--- config.mk ---
export PLATFORM = sky130hd
export DESIGN_NAME = ufs_queue_flags
export DESIGN_NICKNAME = d
export VERILOG_FILES = /design/src/ufs_pkg.sv /design/src/ufs_queue_flags.sv
export SDC_FILE = /design/constraint.sdc
export NUM_CORES = 2
export LEC_CHECK = 0
export BUFFER_PORTS_ARGS = -buffer_cell sky130_fd_sc_hd__clkbuf_2
export CAP_MARGIN = 15
export CORE_UTILIZATION = 60
export DETAILED_ROUTE_END_ITERATION = 12
export HOLD_SLACK_MARGIN = 0.03
export MAX_ROUTING_LAYER = met4
export PLACE_DENSITY_LB_ADDON = 0.05
export SLEW_MARGIN = 10
export SYNTH_ARGS = -nofsm -noshare
export SYNTH_HDL_FRONTEND = slang
export SYNTH_SLANG_ARGS = --single-unit
--- constraint.sdc ---
create_clock -name ref_clk_i -period 7.65 [get_ports ref_clk_i]
set_clock_uncertainty 0.05 [all_clocks]
set_input_delay 0.765 -clock ref_clk_i [delete_from_list [all_inputs] [get_ports ref_clk_i]]
set_output_delay 0.765 -clock ref_clk_i [all_outputs]
set_load 0.1 [all_outputs]
--- src/ufs_pkg.sv ---
/*
  Package for the queue status flag block: register map, field positions,
  reset values and the bus carrier struct.
  Assumes a classic Wishbone master with 32-bit data and byte addresses.
*/
package ufs_pkg;
  // ***********************************************************
  // Register offsets (byte addresses)
  // ***********************************************************
  localparam logic [7:0] OFF_STATUS = 8'h00;
  localparam logic [7:0] OFF_TX_DATA = 8'h04;
  localparam logic [7:0] OFF_RX_DATA = 8'h08;
  localparam logic [7:0] OFF_CTRL = 8'h0c;
  localparam logic [7:0] OFF_THRESH = 8'h10;
  localparam logic [7:0] OFF_LEVELS = 8'h14;
  localparam logic [7:0] OFF_IRQ_STAT = 8'h18;
  localparam logic [7:0] OFF_IRQ_MASK = 8'h1c;
  // ***********************************************************
  // Field positions
  // ***********************************************************
  localparam int BIT_RX_WAIT = 0;
  localparam int BIT_RX_FULL = 1;
  localparam int BIT_TX_SPACE = 2;
  localparam int BIT_OVERRUN = 3;
  localparam int BIT_TX_EN = 0;
  localparam int BIT_RX_EN = 1;
  localparam int NUM_IRQ = 4;
  // ***********************************************************
  // Sizes and reset values
  // ***********************************************************
  localparam int DEPTH = 256;
  localparam int AW = 8;
  localparam logic [8:0] DEPTH_CNT = 9'h100;
  localparam logic [8:0] THRESH_RST = 9'h100;
  localparam logic [1:0] CTRL_RST = 2'h0;
  localparam logic [NUM_IRQ-1:0] IRQ_RST = 4'h0;

  typedef struct packed {
    logic cyc;
    logic stb;
    logic we;
    logic [3:0] sel;
    logic [7:0] adr;
    logic [31:0] dat;
  } ufs_wb_req_t;

  typedef struct packed {
    logic valid;
    logic [7:0] data;
  } ufs_char_t;
endpackage

--- src/ufs_queue_flags.sv ---
/*
  Queue status flag logic of one serial channel, with both 256-entry
  queues, the receive holding stage, and a Wishbone slave.
  Holds: bus decode, transmit queue, receive queue with one holding
  stage, the three status flags, control, threshold and interrupts.
  Assumes the serial shifters outside: the transmit shifter pops
  characters, the receive shifter pushes characters and start events.
  Assumes a classic Wishbone master that holds each request until ack
  and drops it for at least one cycle afterwards.
  Assumes every input is synchronous to ref_clk_i; no synchroniser
  is placed on the shifter strobes.
  Assumes rst_i is held for at least one rising edge.
*/
// Overview of operation
// - Transmit-space flag (status bit 2) is high while the transmit queue is not full and its level is at or below the threshold.
// - Transmit-space flag is low when the queue is full or its level is above the threshold.
// - Characters written while the transmitter is disabled stay queued and go to the shifter once it is enabled.
// - Receive-full flag (status bit 1) sets when a transfer fills all 256 positions.
// - Receive-full flag clears when a host read leaves at least one empty position.
// - A char held in the holding stage loads on a host read, so full clears on the second read.
// - Character-waiting flag (status bit 0) sets when a received char enters the queue.
// - Character-waiting flag clears when a host read leaves the queue empty.
// - A start bit while full with a char already held discards the held char (257 max).
`timescale 1ns/1ns
module ufs_queue_flags (
  input wire logic ref_clk_i,
  input wire logic rst_i,
  input wire ufs_pkg::ufs_wb_req_t wb_req_i,
  output logic [31:0] wb_dat_o,
  output logic wb_ack_o,
  input wire ufs_pkg::ufs_char_t rx_char_i,
  input wire logic rx_start_i,
  input wire logic tx_pop_i,
  output ufs_pkg::ufs_char_t tx_char_o,
  output logic irq_o
);
  import ufs_pkg::*;

  // ***********************************************************
  // Bus decode
  // ***********************************************************
  logic access;
  logic wr_en;
  logic rd_en;
  logic lane0;
  assign access = wb_req_i.cyc & wb_req_i.stb & ~wb_ack_o;
  assign wr_en = access & wb_req_i.we;
  assign rd_en = access & ~wb_req_i.we;
  assign lane0 = wb_req_i.sel[0];

  // One-hot register selects; an unmapped address selects nothing
  logic hit_status;
  logic hit_tx_data;
  logic hit_rx_data;
  logic hit_ctrl;
  logic hit_thresh;
  logic hit_levels;
  logic hit_irq_stat;
  logic hit_irq_mask;
  assign hit_status = (wb_req_i.adr == OFF_STATUS);
  assign hit_tx_data = (wb_req_i.adr == OFF_TX_DATA);
  assign hit_rx_data = (wb_req_i.adr == OFF_RX_DATA);
  assign hit_ctrl = (wb_req_i.adr == OFF_CTRL);
  assign hit_thresh = (wb_req_i.adr == OFF_THRESH);
  assign hit_levels = (wb_req_i.adr == OFF_LEVELS);
  assign hit_irq_stat = (wb_req_i.adr == OFF_IRQ_STAT);
  assign hit_irq_mask = (wb_req_i.adr == OFF_IRQ_MASK);

  logic [1:0] ctrl_r;
  logic [8:0] thresh_r;
  logic [NUM_IRQ-1:0] irq_stat_r;
  logic [NUM_IRQ-1:0] irq_mask_r;
  logic tx_en;
  logic rx_en;
  logic rx_accept;
  // Enables split out so every user reads the same field
  assign tx_en = ctrl_r[BIT_TX_EN];
  assign rx_en = ctrl_r[BIT_RX_EN];
  assign rx_accept = rx_char_i.valid & rx_en;

  // ***********************************************************
  // Transmit queue
  // ***********************************************************
  logic [7:0] tx_mem [DEPTH];
  logic [AW-1:0] tx_wp_r;
  logic [AW-1:0] tx_rp_r;
  logic [8:0] tx_cnt_r;
  logic tx_push;
  logic tx_pop;
  logic tx_full;
  logic tx_space;
  logic [8:0] tx_cnt_nxt;
  logic [AW-1:0] tx_head_idx;

  assign tx_full = (tx_cnt_r == DEPTH_CNT);
  assign tx_push = wr_en & lane0 & hit_tx_data & ~tx_full;
  // Disabled transmitter hides the queue from the shifter
  assign tx_pop = tx_pop_i & tx_char_o.valid;
  // Equal to the threshold still counts as space; above it, or a full queue, clears it
  assign tx_space = ~tx_full & (tx_cnt_r <= thresh_r);
  assign tx_cnt_nxt = tx_cnt_r + {8'h00, tx_push} - {8'h00, tx_pop};
  // Look one ahead on a pop so the next head stands one edge later
  assign tx_head_idx = tx_pop ? tx_rp_r + 8'h01 : tx_rp_r;

  always_ff @(posedge ref_clk_i) begin
    if (tx_push) begin
      tx_mem[tx_wp_r] <= wb_req_i.dat[7:0];
    end
  end

  always_ff @(posedge ref_clk_i) begin
    if (rst_i) begin
      tx_wp_r <= '0;
      tx_rp_r <= '0;
      tx_cnt_r <= '0;
    end else begin
      if (tx_push) begin
        tx_wp_r <= tx_wp_r + 8'h01;
      end
      if (tx_pop) begin
        tx_rp_r <= tx_rp_r + 8'h01;
      end
      tx_cnt_r <= tx_cnt_nxt;
    end
  end

  // Registered output; the look-ahead shows the next head one edge after a pop, so the shifter may pop every cycle
  always_ff @(posedge ref_clk_i) begin
    if (rst_i) begin
      tx_char_o <= '0;
    end else begin
      tx_char_o.valid <= tx_en & (tx_cnt_r > {8'h00, tx_pop});
      tx_char_o.data <= tx_mem[tx_head_idx];
    end
  end

  // ***********************************************************
  // Receive queue and holding stage
  // ***********************************************************
  logic [7:0] rx_mem [DEPTH];
  logic [AW-1:0] rx_wp_r;
  logic [AW-1:0] rx_rp_r;
  logic [8:0] rx_cnt_r;
  logic [7:0] hold_r;
  logic hold_vld_r;
  logic rx_full_flag_r;
  logic rx_wait_flag_r;
  logic rx_pop;
  logic rx_push;
  logic [7:0] rx_push_data;
  logic rx_full;
  logic [8:0] rx_cnt_nxt;
  logic overrun;
  logic [7:0] rx_head_r;

  assign rx_full = (rx_cnt_r == DEPTH_CNT);
  assign rx_pop = rd_en & hit_rx_data & (rx_cnt_r != 9'h000);
  // Held char goes first so arrival order is kept
  assign rx_push = (hold_vld_r | rx_char_i.valid) & rx_en & (~rx_full | rx_pop);
  assign rx_push_data = hold_vld_r ? hold_r : rx_char_i.data;
  assign rx_cnt_nxt = rx_cnt_r + {8'h00, rx_push} - {8'h00, rx_pop};
  // Overrun only when no read frees a slot in the same cycle
  assign overrun = rx_start_i & rx_full & hold_vld_r & ~rx_pop;

  always_ff @(posedge ref_clk_i) begin
    if (rx_push) begin
      rx_mem[rx_wp_r] <= rx_push_data;
    end
  end

  always_ff @(posedge ref_clk_i) begin
    if (rst_i) begin
      rx_wp_r <= '0;
      rx_rp_r <= '0;
      rx_cnt_r <= '0;
    end else begin
      if (rx_push) begin
        rx_wp_r <= rx_wp_r + 8'h01;
      end
      if (rx_pop) begin
        rx_rp_r <= rx_rp_r + 8'h01;
      end
      rx_cnt_r <= rx_cnt_nxt;
    end
  end

  // Head is registered, so a data read shows the entry before its pop
  always_ff @(posedge ref_clk_i) begin
    rx_head_r <= rx_mem[rx_rp_r];
  end

  // Holding stage: one char beyond the queue, 257 in all
  always_ff @(posedge ref_clk_i) begin
    if (rst_i) begin
      hold_vld_r <= 1'b0;
      hold_r <= '0;
    end else if (overrun) begin
      hold_vld_r <= 1'b0;
    end else if (hold_vld_r) begin
      if (rx_push & ~rx_char_i.valid) begin
        hold_vld_r <= 1'b0;
      end else if (rx_push) begin
        hold_r <= rx_char_i.data;
      end
    end else if (rx_accept & ~rx_push) begin
      hold_vld_r <= 1'b1;
      hold_r <= rx_char_i.data;
    end
  end

  // Flags change only on queue events; bus writes never reach them
  always_ff @(posedge ref_clk_i) begin
    if (rst_i) begin
      rx_full_flag_r <= 1'b0;
    end else if (rx_push & (rx_cnt_nxt == DEPTH_CNT)) begin
      rx_full_flag_r <= 1'b1;
    end else if (rx_pop & (rx_cnt_nxt != DEPTH_CNT)) begin
      rx_full_flag_r <= 1'b0;
    end
  end

  always_ff @(posedge ref_clk_i) begin
    if (rst_i) begin
      rx_wait_flag_r <= 1'b0;
    end else if (rx_push) begin
      rx_wait_flag_r <= 1'b1;
    end else if (rx_pop & (rx_cnt_nxt == 9'h000)) begin
      rx_wait_flag_r <= 1'b0;
    end
  end

  // ***********************************************************
  // Control registers and interrupts
  // ***********************************************************
  // Tx space is a level source: its status bit sets again while space remains
  logic [NUM_IRQ-1:0] irq_evt;
  assign irq_evt = {overrun, tx_space, rx_push & (rx_cnt_nxt == DEPTH_CNT), rx_push};

  always_ff @(posedge ref_clk_i) begin
    if (rst_i) begin
      ctrl_r <= CTRL_RST;
      thresh_r <= THRESH_RST;
      irq_mask_r <= IRQ_RST;
    end else if (wr_en) begin
      if (hit_ctrl && lane0) begin
        ctrl_r <= wb_req_i.dat[1:0];
      end
      if (hit_thresh) begin
        if (lane0) begin
          thresh_r[7:0] <= wb_req_i.dat[7:0];
        end
        if (wb_req_i.sel[1]) begin
          thresh_r[8] <= wb_req_i.dat[8];
        end
      end
      if (hit_irq_mask && lane0) begin
        irq_mask_r <= wb_req_i.dat[NUM_IRQ-1:0];
      end
    end
  end

  // Set wins over write-one-to-clear
  genvar gi;
  generate
    for (gi = 0; gi < NUM_IRQ; gi++) begin : g_irq
      always_ff @(posedge ref_clk_i) begin
        if (rst_i) begin
          irq_stat_r[gi] <= 1'b0;
        end else if (irq_evt[gi]) begin
          irq_stat_r[gi] <= 1'b1;
        end else if (wr_en && lane0 && hit_irq_stat && wb_req_i.dat[gi]) begin
          irq_stat_r[gi] <= 1'b0;
        end
      end
    end
  endgenerate

  assign irq_o = |(irq_stat_r & irq_mask_r);

  // ***********************************************************
  // Register images
  // ***********************************************************
  // Images are built apart so the read mux stays a plain AND-OR
  logic [31:0] status_img;
  logic [31:0] rx_data_img;
  logic [31:0] ctrl_img;
  logic [31:0] thresh_img;
  logic [31:0] levels_img;
  logic [31:0] irq_stat_img;
  logic [31:0] irq_mask_img;

  // Only flag bits are driven; writes have no path here
  always_comb begin
    status_img = 32'h0000_0000;
    status_img[BIT_TX_SPACE] = tx_space;
    status_img[BIT_RX_FULL] = rx_full_flag_r;
    status_img[BIT_RX_WAIT] = rx_wait_flag_r;
  end

  assign rx_data_img = {24'h00_0000, rx_head_r};

  always_comb begin
    levels_img = 32'h0000_0000;
    levels_img[8:0] = tx_cnt_r;
    levels_img[24:16] = rx_cnt_r;
  end

  always_comb begin
    ctrl_img = 32'h0000_0000;
    ctrl_img[1:0] = ctrl_r;
    thresh_img = 32'h0000_0000;
    thresh_img[8:0] = thresh_r;
    irq_stat_img = 32'h0000_0000;
    irq_stat_img[NUM_IRQ-1:0] = irq_stat_r;
    irq_mask_img = 32'h0000_0000;
    irq_mask_img[NUM_IRQ-1:0] = irq_mask_r;
  end

  // ***********************************************************
  // Read mux and ack
  // ***********************************************************
  logic [31:0] rd_nxt;
  always_comb begin
    rd_nxt = 32'h0000_0000;
    rd_nxt = rd_nxt | ({32{hit_status}} & status_img);
    rd_nxt = rd_nxt | ({32{hit_rx_data}} & rx_data_img);
    rd_nxt = rd_nxt | ({32{hit_ctrl}} & ctrl_img);
    rd_nxt = rd_nxt | ({32{hit_thresh}} & thresh_img);
    rd_nxt = rd_nxt | ({32{hit_levels}} & levels_img);
    rd_nxt = rd_nxt | ({32{hit_irq_stat}} & irq_stat_img);
    rd_nxt = rd_nxt | ({32{hit_irq_mask}} & irq_mask_img);
  end

  // Ack pulses once; ~ack in access stops a held request being taken twice
  always_ff @(posedge ref_clk_i) begin
    if (rst_i) begin
      wb_ack_o <= 1'b0;
      wb_dat_o <= '0;
    end else begin
      wb_ack_o <= access;
      if (rd_en) begin
        wb_dat_o <= rd_nxt;
      end
    end
  end
endmodule // ufs_queue_flags

==> impl_metrics.xml <==
<?xml version="1.0" encoding="UTF-8"?>
<metrics>
  <group name="run_status">
    <metric name="status" unit="">completed</metric>
  </group>
  <group name="synth">
    <metric name="post_synth_num_cell_types" unit="">79</metric>
    <metric name="yosysWarningCount" unit="">0</metric>
    <metric name="syn-instance-count" unit="">9633</metric>
    <metric name="share_of_flip_flops_with_an_asynchronous_set_or_reset_after_synthesis" unit="%">0</metric>
    <metric name="synth_area_per_cell" unit="µm²">18.1</metric>
    <metric name="synth_compound_gate_area_share" unit="%">3.90</metric>
    <metric name="post_synth_xor_area_fraction" unit="%">0.206</metric>
    <metric name="synthAdderAreaFrac" unit="%">0.368</metric>
    <metric name="synth_area_leaders" unit="">edfxtp_1 (71%), mux4_2 (12%), mux2i_1 (3.4%)</metric>
    <metric name="synth_top_family_by_area" unit="">multiplexers</metric>
    <metric name="synth_area_leader_cell" unit="">edfxtp_1</metric>
    <metric name="post_synth_mux_area_share" unit="%">17.0</metric>
    <metric name="synth_top_area_share" unit="%">70.7</metric>
    <metric name="dominantRegCellSynth" unit="">edfxtp_1</metric>
    <metric name="synthesis.area" unit="mm²">0.174</metric>
    <metric name="synth_register_bits" unit="">4212</metric>
    <metric name="synth.yosys.seq_area_share" unit="%">72.0</metric>
    <metric name="synth_edf_count" unit="">4096</metric>
    <metric name="synth-simple-area-share" unit="%">4.61</metric>
  </group>
  <group name="power_and_ir_drop">
    <metric name="combinational_share_of_power" unit="%">1.3</metric>
    <metric name="power_frac_clock" unit="%">43.6</metric>
    <metric name="total_power" unit="W">0.0459</metric>
    <metric name="switchingPower" unit="W">0.00908</metric>
    <metric name="power.share.sequential" unit="%">55.1</metric>
    <metric name="static-leakage-power" unit="nW">57.4</metric>
    <metric name="internal_power" unit="W">0.0369</metric>
    <metric name="ir_worst_vdd" unit="mV">0.259</metric>
    <metric name="power.density" unit="mW/mm²">240</metric>
    <metric name="switching_share" unit="%">19.8</metric>
  </group>
  <group name="job">
    <metric name="cap_viol_max_count" unit="">0</metric>
  </group>
  <group name="timing">
    <metric name="grt_setup_unrepaired" unit="">no</metric>
    <metric name="final_max_slew_viol_count" unit="">0</metric>
    <metric name="max_slew.worst_pin.slew" unit="ns">1.24</metric>
    <metric name="tmin_final" unit="ns">5.56</metric>
    <metric name="report.final.setup_viol" unit="">0</metric>
    <metric name="timing.final.hold_violations" unit="">0</metric>
    <metric name="setup_total_negative_slack" unit="ns">0</metric>
    <metric name="timing.max_slew.rel_slack" unit="%">17.2</metric>
    <metric name="max_freq" unit="MHz">180</metric>
    <metric name="layout_worst_path_cycle_share" unit="%">72.7</metric>
  </group>
  <group name="worst_setup_path">
    <metric name="timing.critical_path.cells" unit="">ha_4, nand3_1, nand2_4, buf_12, nand2_1, a311oi_1, nor3_1, nor3_1, nor4bb_1, nor4_1, buf_4, nand4_1</metric>
    <metric name="crit_path_capture_type" unit="">flop</metric>
    <metric name="critical_path_buf_inv_count" unit="">2</metric>
    <metric name="most_repeated_library_cell_on_the_critical_path" unit="">nor3_1</metric>
    <metric name="rr_worst_depth" unit="">12</metric>
    <metric name="critPathArrivalTime" unit="ns">6.41</metric>
    <metric name="r2r_slack" unit="ns">2.09</metric>
    <metric name="reg2reg_to" unit="">tx_char_o[6]</metric>
    <metric name="cp_slowest_stage_delay" unit="ns">1.02</metric>
    <metric name="r2r-start" unit="">tx_rp_r[1]</metric>
    <metric name="critical_path_class" unit="">reg2reg</metric>
    <metric name="path_delay_family" unit="">simple AND/OR/NAND/NOR gates</metric>
    <metric name="critical_path_peak_fanout" unit="">43</metric>
    <metric name="kind_of_launch_point_of_the_worst_setup_path" unit="">flop</metric>
    <metric name="crit_required" unit="ns">8.50</metric>
    <metric name="cpMaxStageDelayCell" unit="">nor4bb_1</metric>
  </group>
  <group name="route">
    <metric name="drt_pass1_iterations" unit="">7</metric>
    <metric name="antenna_left" unit="">0</metric>
    <metric name="routed_wl" unit="µm">438000</metric>
    <metric name="dr_total_vias" unit="">92529</metric>
    <metric name="drt_first_iter_violations" unit="">10678</metric>
    <metric name="post_drt_wl_per_cell" unit="µm">31.8</metric>
    <metric name="detail_route.vias_per_cell" unit="">6.72</metric>
    <metric name="route.detailed.drc" unit="">0</metric>
  </group>
  <group name="finish">
    <metric name="mostFrequentLayoutCells" unit="">edfxtp_1 (4096), mux4_2 (898), nor2_1 (666)</metric>
    <metric name="layout-drive-gt1-share" unit="%">21.0</metric>
    <metric name="multiInputGateArea" unit="mm²">0.0458</metric>
    <metric name="area.growth.synth_to_final" unit="%">10.2</metric>
    <metric name="design_area" unit="mm²">0.192</metric>
    <metric name="most_common_library_cell_in_the_layout_ignoring_fill_and_taps" unit="">edfxtp_1</metric>
    <metric name="nets" unit="">9751</metric>
    <metric name="layout.filler_cells" unit="">19078</metric>
    <metric name="finish.utilization" unit="%">66.5</metric>
    <metric name="layout.area.seq" unit="mm²">0.125</metric>
  </group>
  <group name="place">
    <metric name="finalWeightedCongestion" unit="">0.879</metric>
    <metric name="detailedPlacementHpwl" unit="µm">259000</metric>
    <metric name="numPortBuffers" unit="">63</metric>
    <metric name="placed_area" unit="mm²">0.178</metric>
  </group>
  <group name="cts">
    <metric name="cts_hold_repair.buffers" unit="">12</metric>
    <metric name="cts_buffers" unit="">417</metric>
    <metric name="cts_setup_buffers" unit="">0</metric>
    <metric name="cts-htree-levels" unit="">5</metric>
    <metric name="number_of_sinks_on_the_clock_net" unit="">4212</metric>
    <metric name="path_clk_slew" unit="ns">0.06</metric>
    <metric name="clock_insertion_delay_worst_skew" unit="ns">0.97</metric>
    <metric name="max-clock-path-buffers" unit="">4</metric>
    <metric name="ctsResizeCount" unit="">0</metric>
    <metric name="clock_tree_from_tritoncts" unit="">built</metric>
    <metric name="cts.root.buffer_cell" unit="">clkbuf_16</metric>
  </group>
  <group name="global_route">
    <metric name="globalRouteTotalUtil" unit="%">31.0</metric>
    <metric name="grt_pass1_vias" unit="">92352</metric>
    <metric name="number_of_antenna_violations_at_the_first_check_in_global_routing" unit="">7</metric>
    <metric name="grt_first_pass_wirelength" unit="µm">639000</metric>
    <metric name="largest_net_degree_at_the_start_of_global_routing" unit="">205</metric>
    <metric name="overflow" unit="">0</metric>
  </group>
  <group name="min_path">
    <metric name="worst_hold_path_type" unit="">in2reg</metric>
    <metric name="timing.hold.worst.start" unit="">rx_char_i[1]</metric>
    <metric name="hold_end" unit="">hold_r[1]</metric>
    <metric name="min_path_cells" unit="">3</metric>
  </group>
  <group name="floorplanning">
    <metric name="io-pin-count" unit="">103</metric>
    <metric name="fp.dieArea" unit="mm²">0.292</metric>
    <metric name="fp.coreArea" unit="mm²">0.288</metric>
    <metric name="fp-row-count" unit="">197</metric>
    <metric name="die_height" unit="µm">540</metric>
    <metric name="die_x" unit="µm">540</metric>
    <metric name="initial_core_utilization" unit="%">60.4</metric>
  </group>
</metrics>
## layout make-up
| cell class | instances | share of cell area (%) |
|---|---|---|
| Multi-Input combinational cell | 4697 | 23.9 |
| Sequential cell | 4212 | 65.4 |
| Clock buffer | 530 | 5.82 |
| Clock inverter | 237 | 1.10 |
| Antenna cell | 8 | 0.0104 |
| Tap cell | 3781 | 2.47 |
| Inverter | 50 | 0.0992 |
| Timing Repair Buffer | 263 | 1.25 |
## worst min-delay path: stages
cell	delay, ns
clkbuf_2	0.13
mux2i_1	0.09
nor2_1	0.09
## synthesized netlist by cell type, drive strengths merged, types with 50 or more instances
cell and n:
o22ai 180, a31oi 59, nor2 675, and3 59, nor3 89, a311oi 195, clkbuf 339, edfxtp 4096
a21oi 110, inv 50, o21ai 60, mux2i 588, nand3 237, nand2 679, mux2 306, buf 348
mux4 899, a221oi 105, dfxtp 116
## power by group through the flow
| stage | clock network (W) | logic (W) | registers (W) |
|---|---|---|---|
| final | 0.0200 | 0.000601 | 0.0253 |
| after global routing | 0.0211 | 0.000642 | 0.0253 |
| after CTS | 0.0202 | 0.000605 | 0.0253 |
| after detailed placement | 0 | 0.000602 | 0.0258 |
| after global placement | 0 | 0.000569 | 0.0258 |
| after floorplan | 0 | 0.000213 | 0.0258 |
## metrics by stage
step                hold WS [ns]  setup slack [ns]  instances
floorplan                  0.398              2.91       9646
global placement           0.392              1.98      12990
detailed placement         0.402              1.85      12990
CTS                       0.0354              2.33      13769
global route              0.0601              2.02      13776
finish                    0.0984              2.09      13778
## worst max path at each step
stage / from / endpoint / slack (ns) / cells after the start
global route: tx_rp_r[1] / tx_char_o[6] / 2.02 / 12
floorplan: tx_char_o[8] / tx_cnt_r[8] / 2.91 / 21
CTS: tx_rp_r[1] / tx_char_o[6] / 2.33 / 12
detailed placement: wb_req_i[32] / tx_mem[97][1] / 1.85 / 10
global placement: wb_req_i[32] / tx_mem[97][5] / 1.98 / 10
finish: tx_rp_r[1] / tx_char_o[6] / 2.09 / 12
## cell families (layout without fill, tap and decap cells)
| logic type | after synthesis | count (layout) |
|---|---|---|
| other | 1 | 22 |
| muxes | 1793 | 1793 |
| AOI/OAI and AO/OA | 927 | 927 |
| buffers and inverters | 737 | 1080 |
| adders and majority gates | 50 | 50 |
| and+or+nand+nor | 1873 | 1873 |
| xor gates and xnor gates | 40 | 40 |
| DFF | 4212 | 4212 |
## flip-flops by register name, summed over array words and instances (netlist names), 9 cells and up
register / flops
tx_cnt_r: 9
rx_mem: 2048
tx_mem: 2048
wb_dat_o: 18
tx_char_o: 9
rx_cnt_r: 9
thresh_r: 9
## metal layers
metal  part of all wire (%)  vias up  GRT usage [%]
met5                      0        -              -
met4                    4.1        0           11.6
met3                    6.7      760           3.55
met2                     50     3920           49.3
met1                     40    48668           41.9
li1                       -    39181              -
Power figures use the tool's default switching activity.
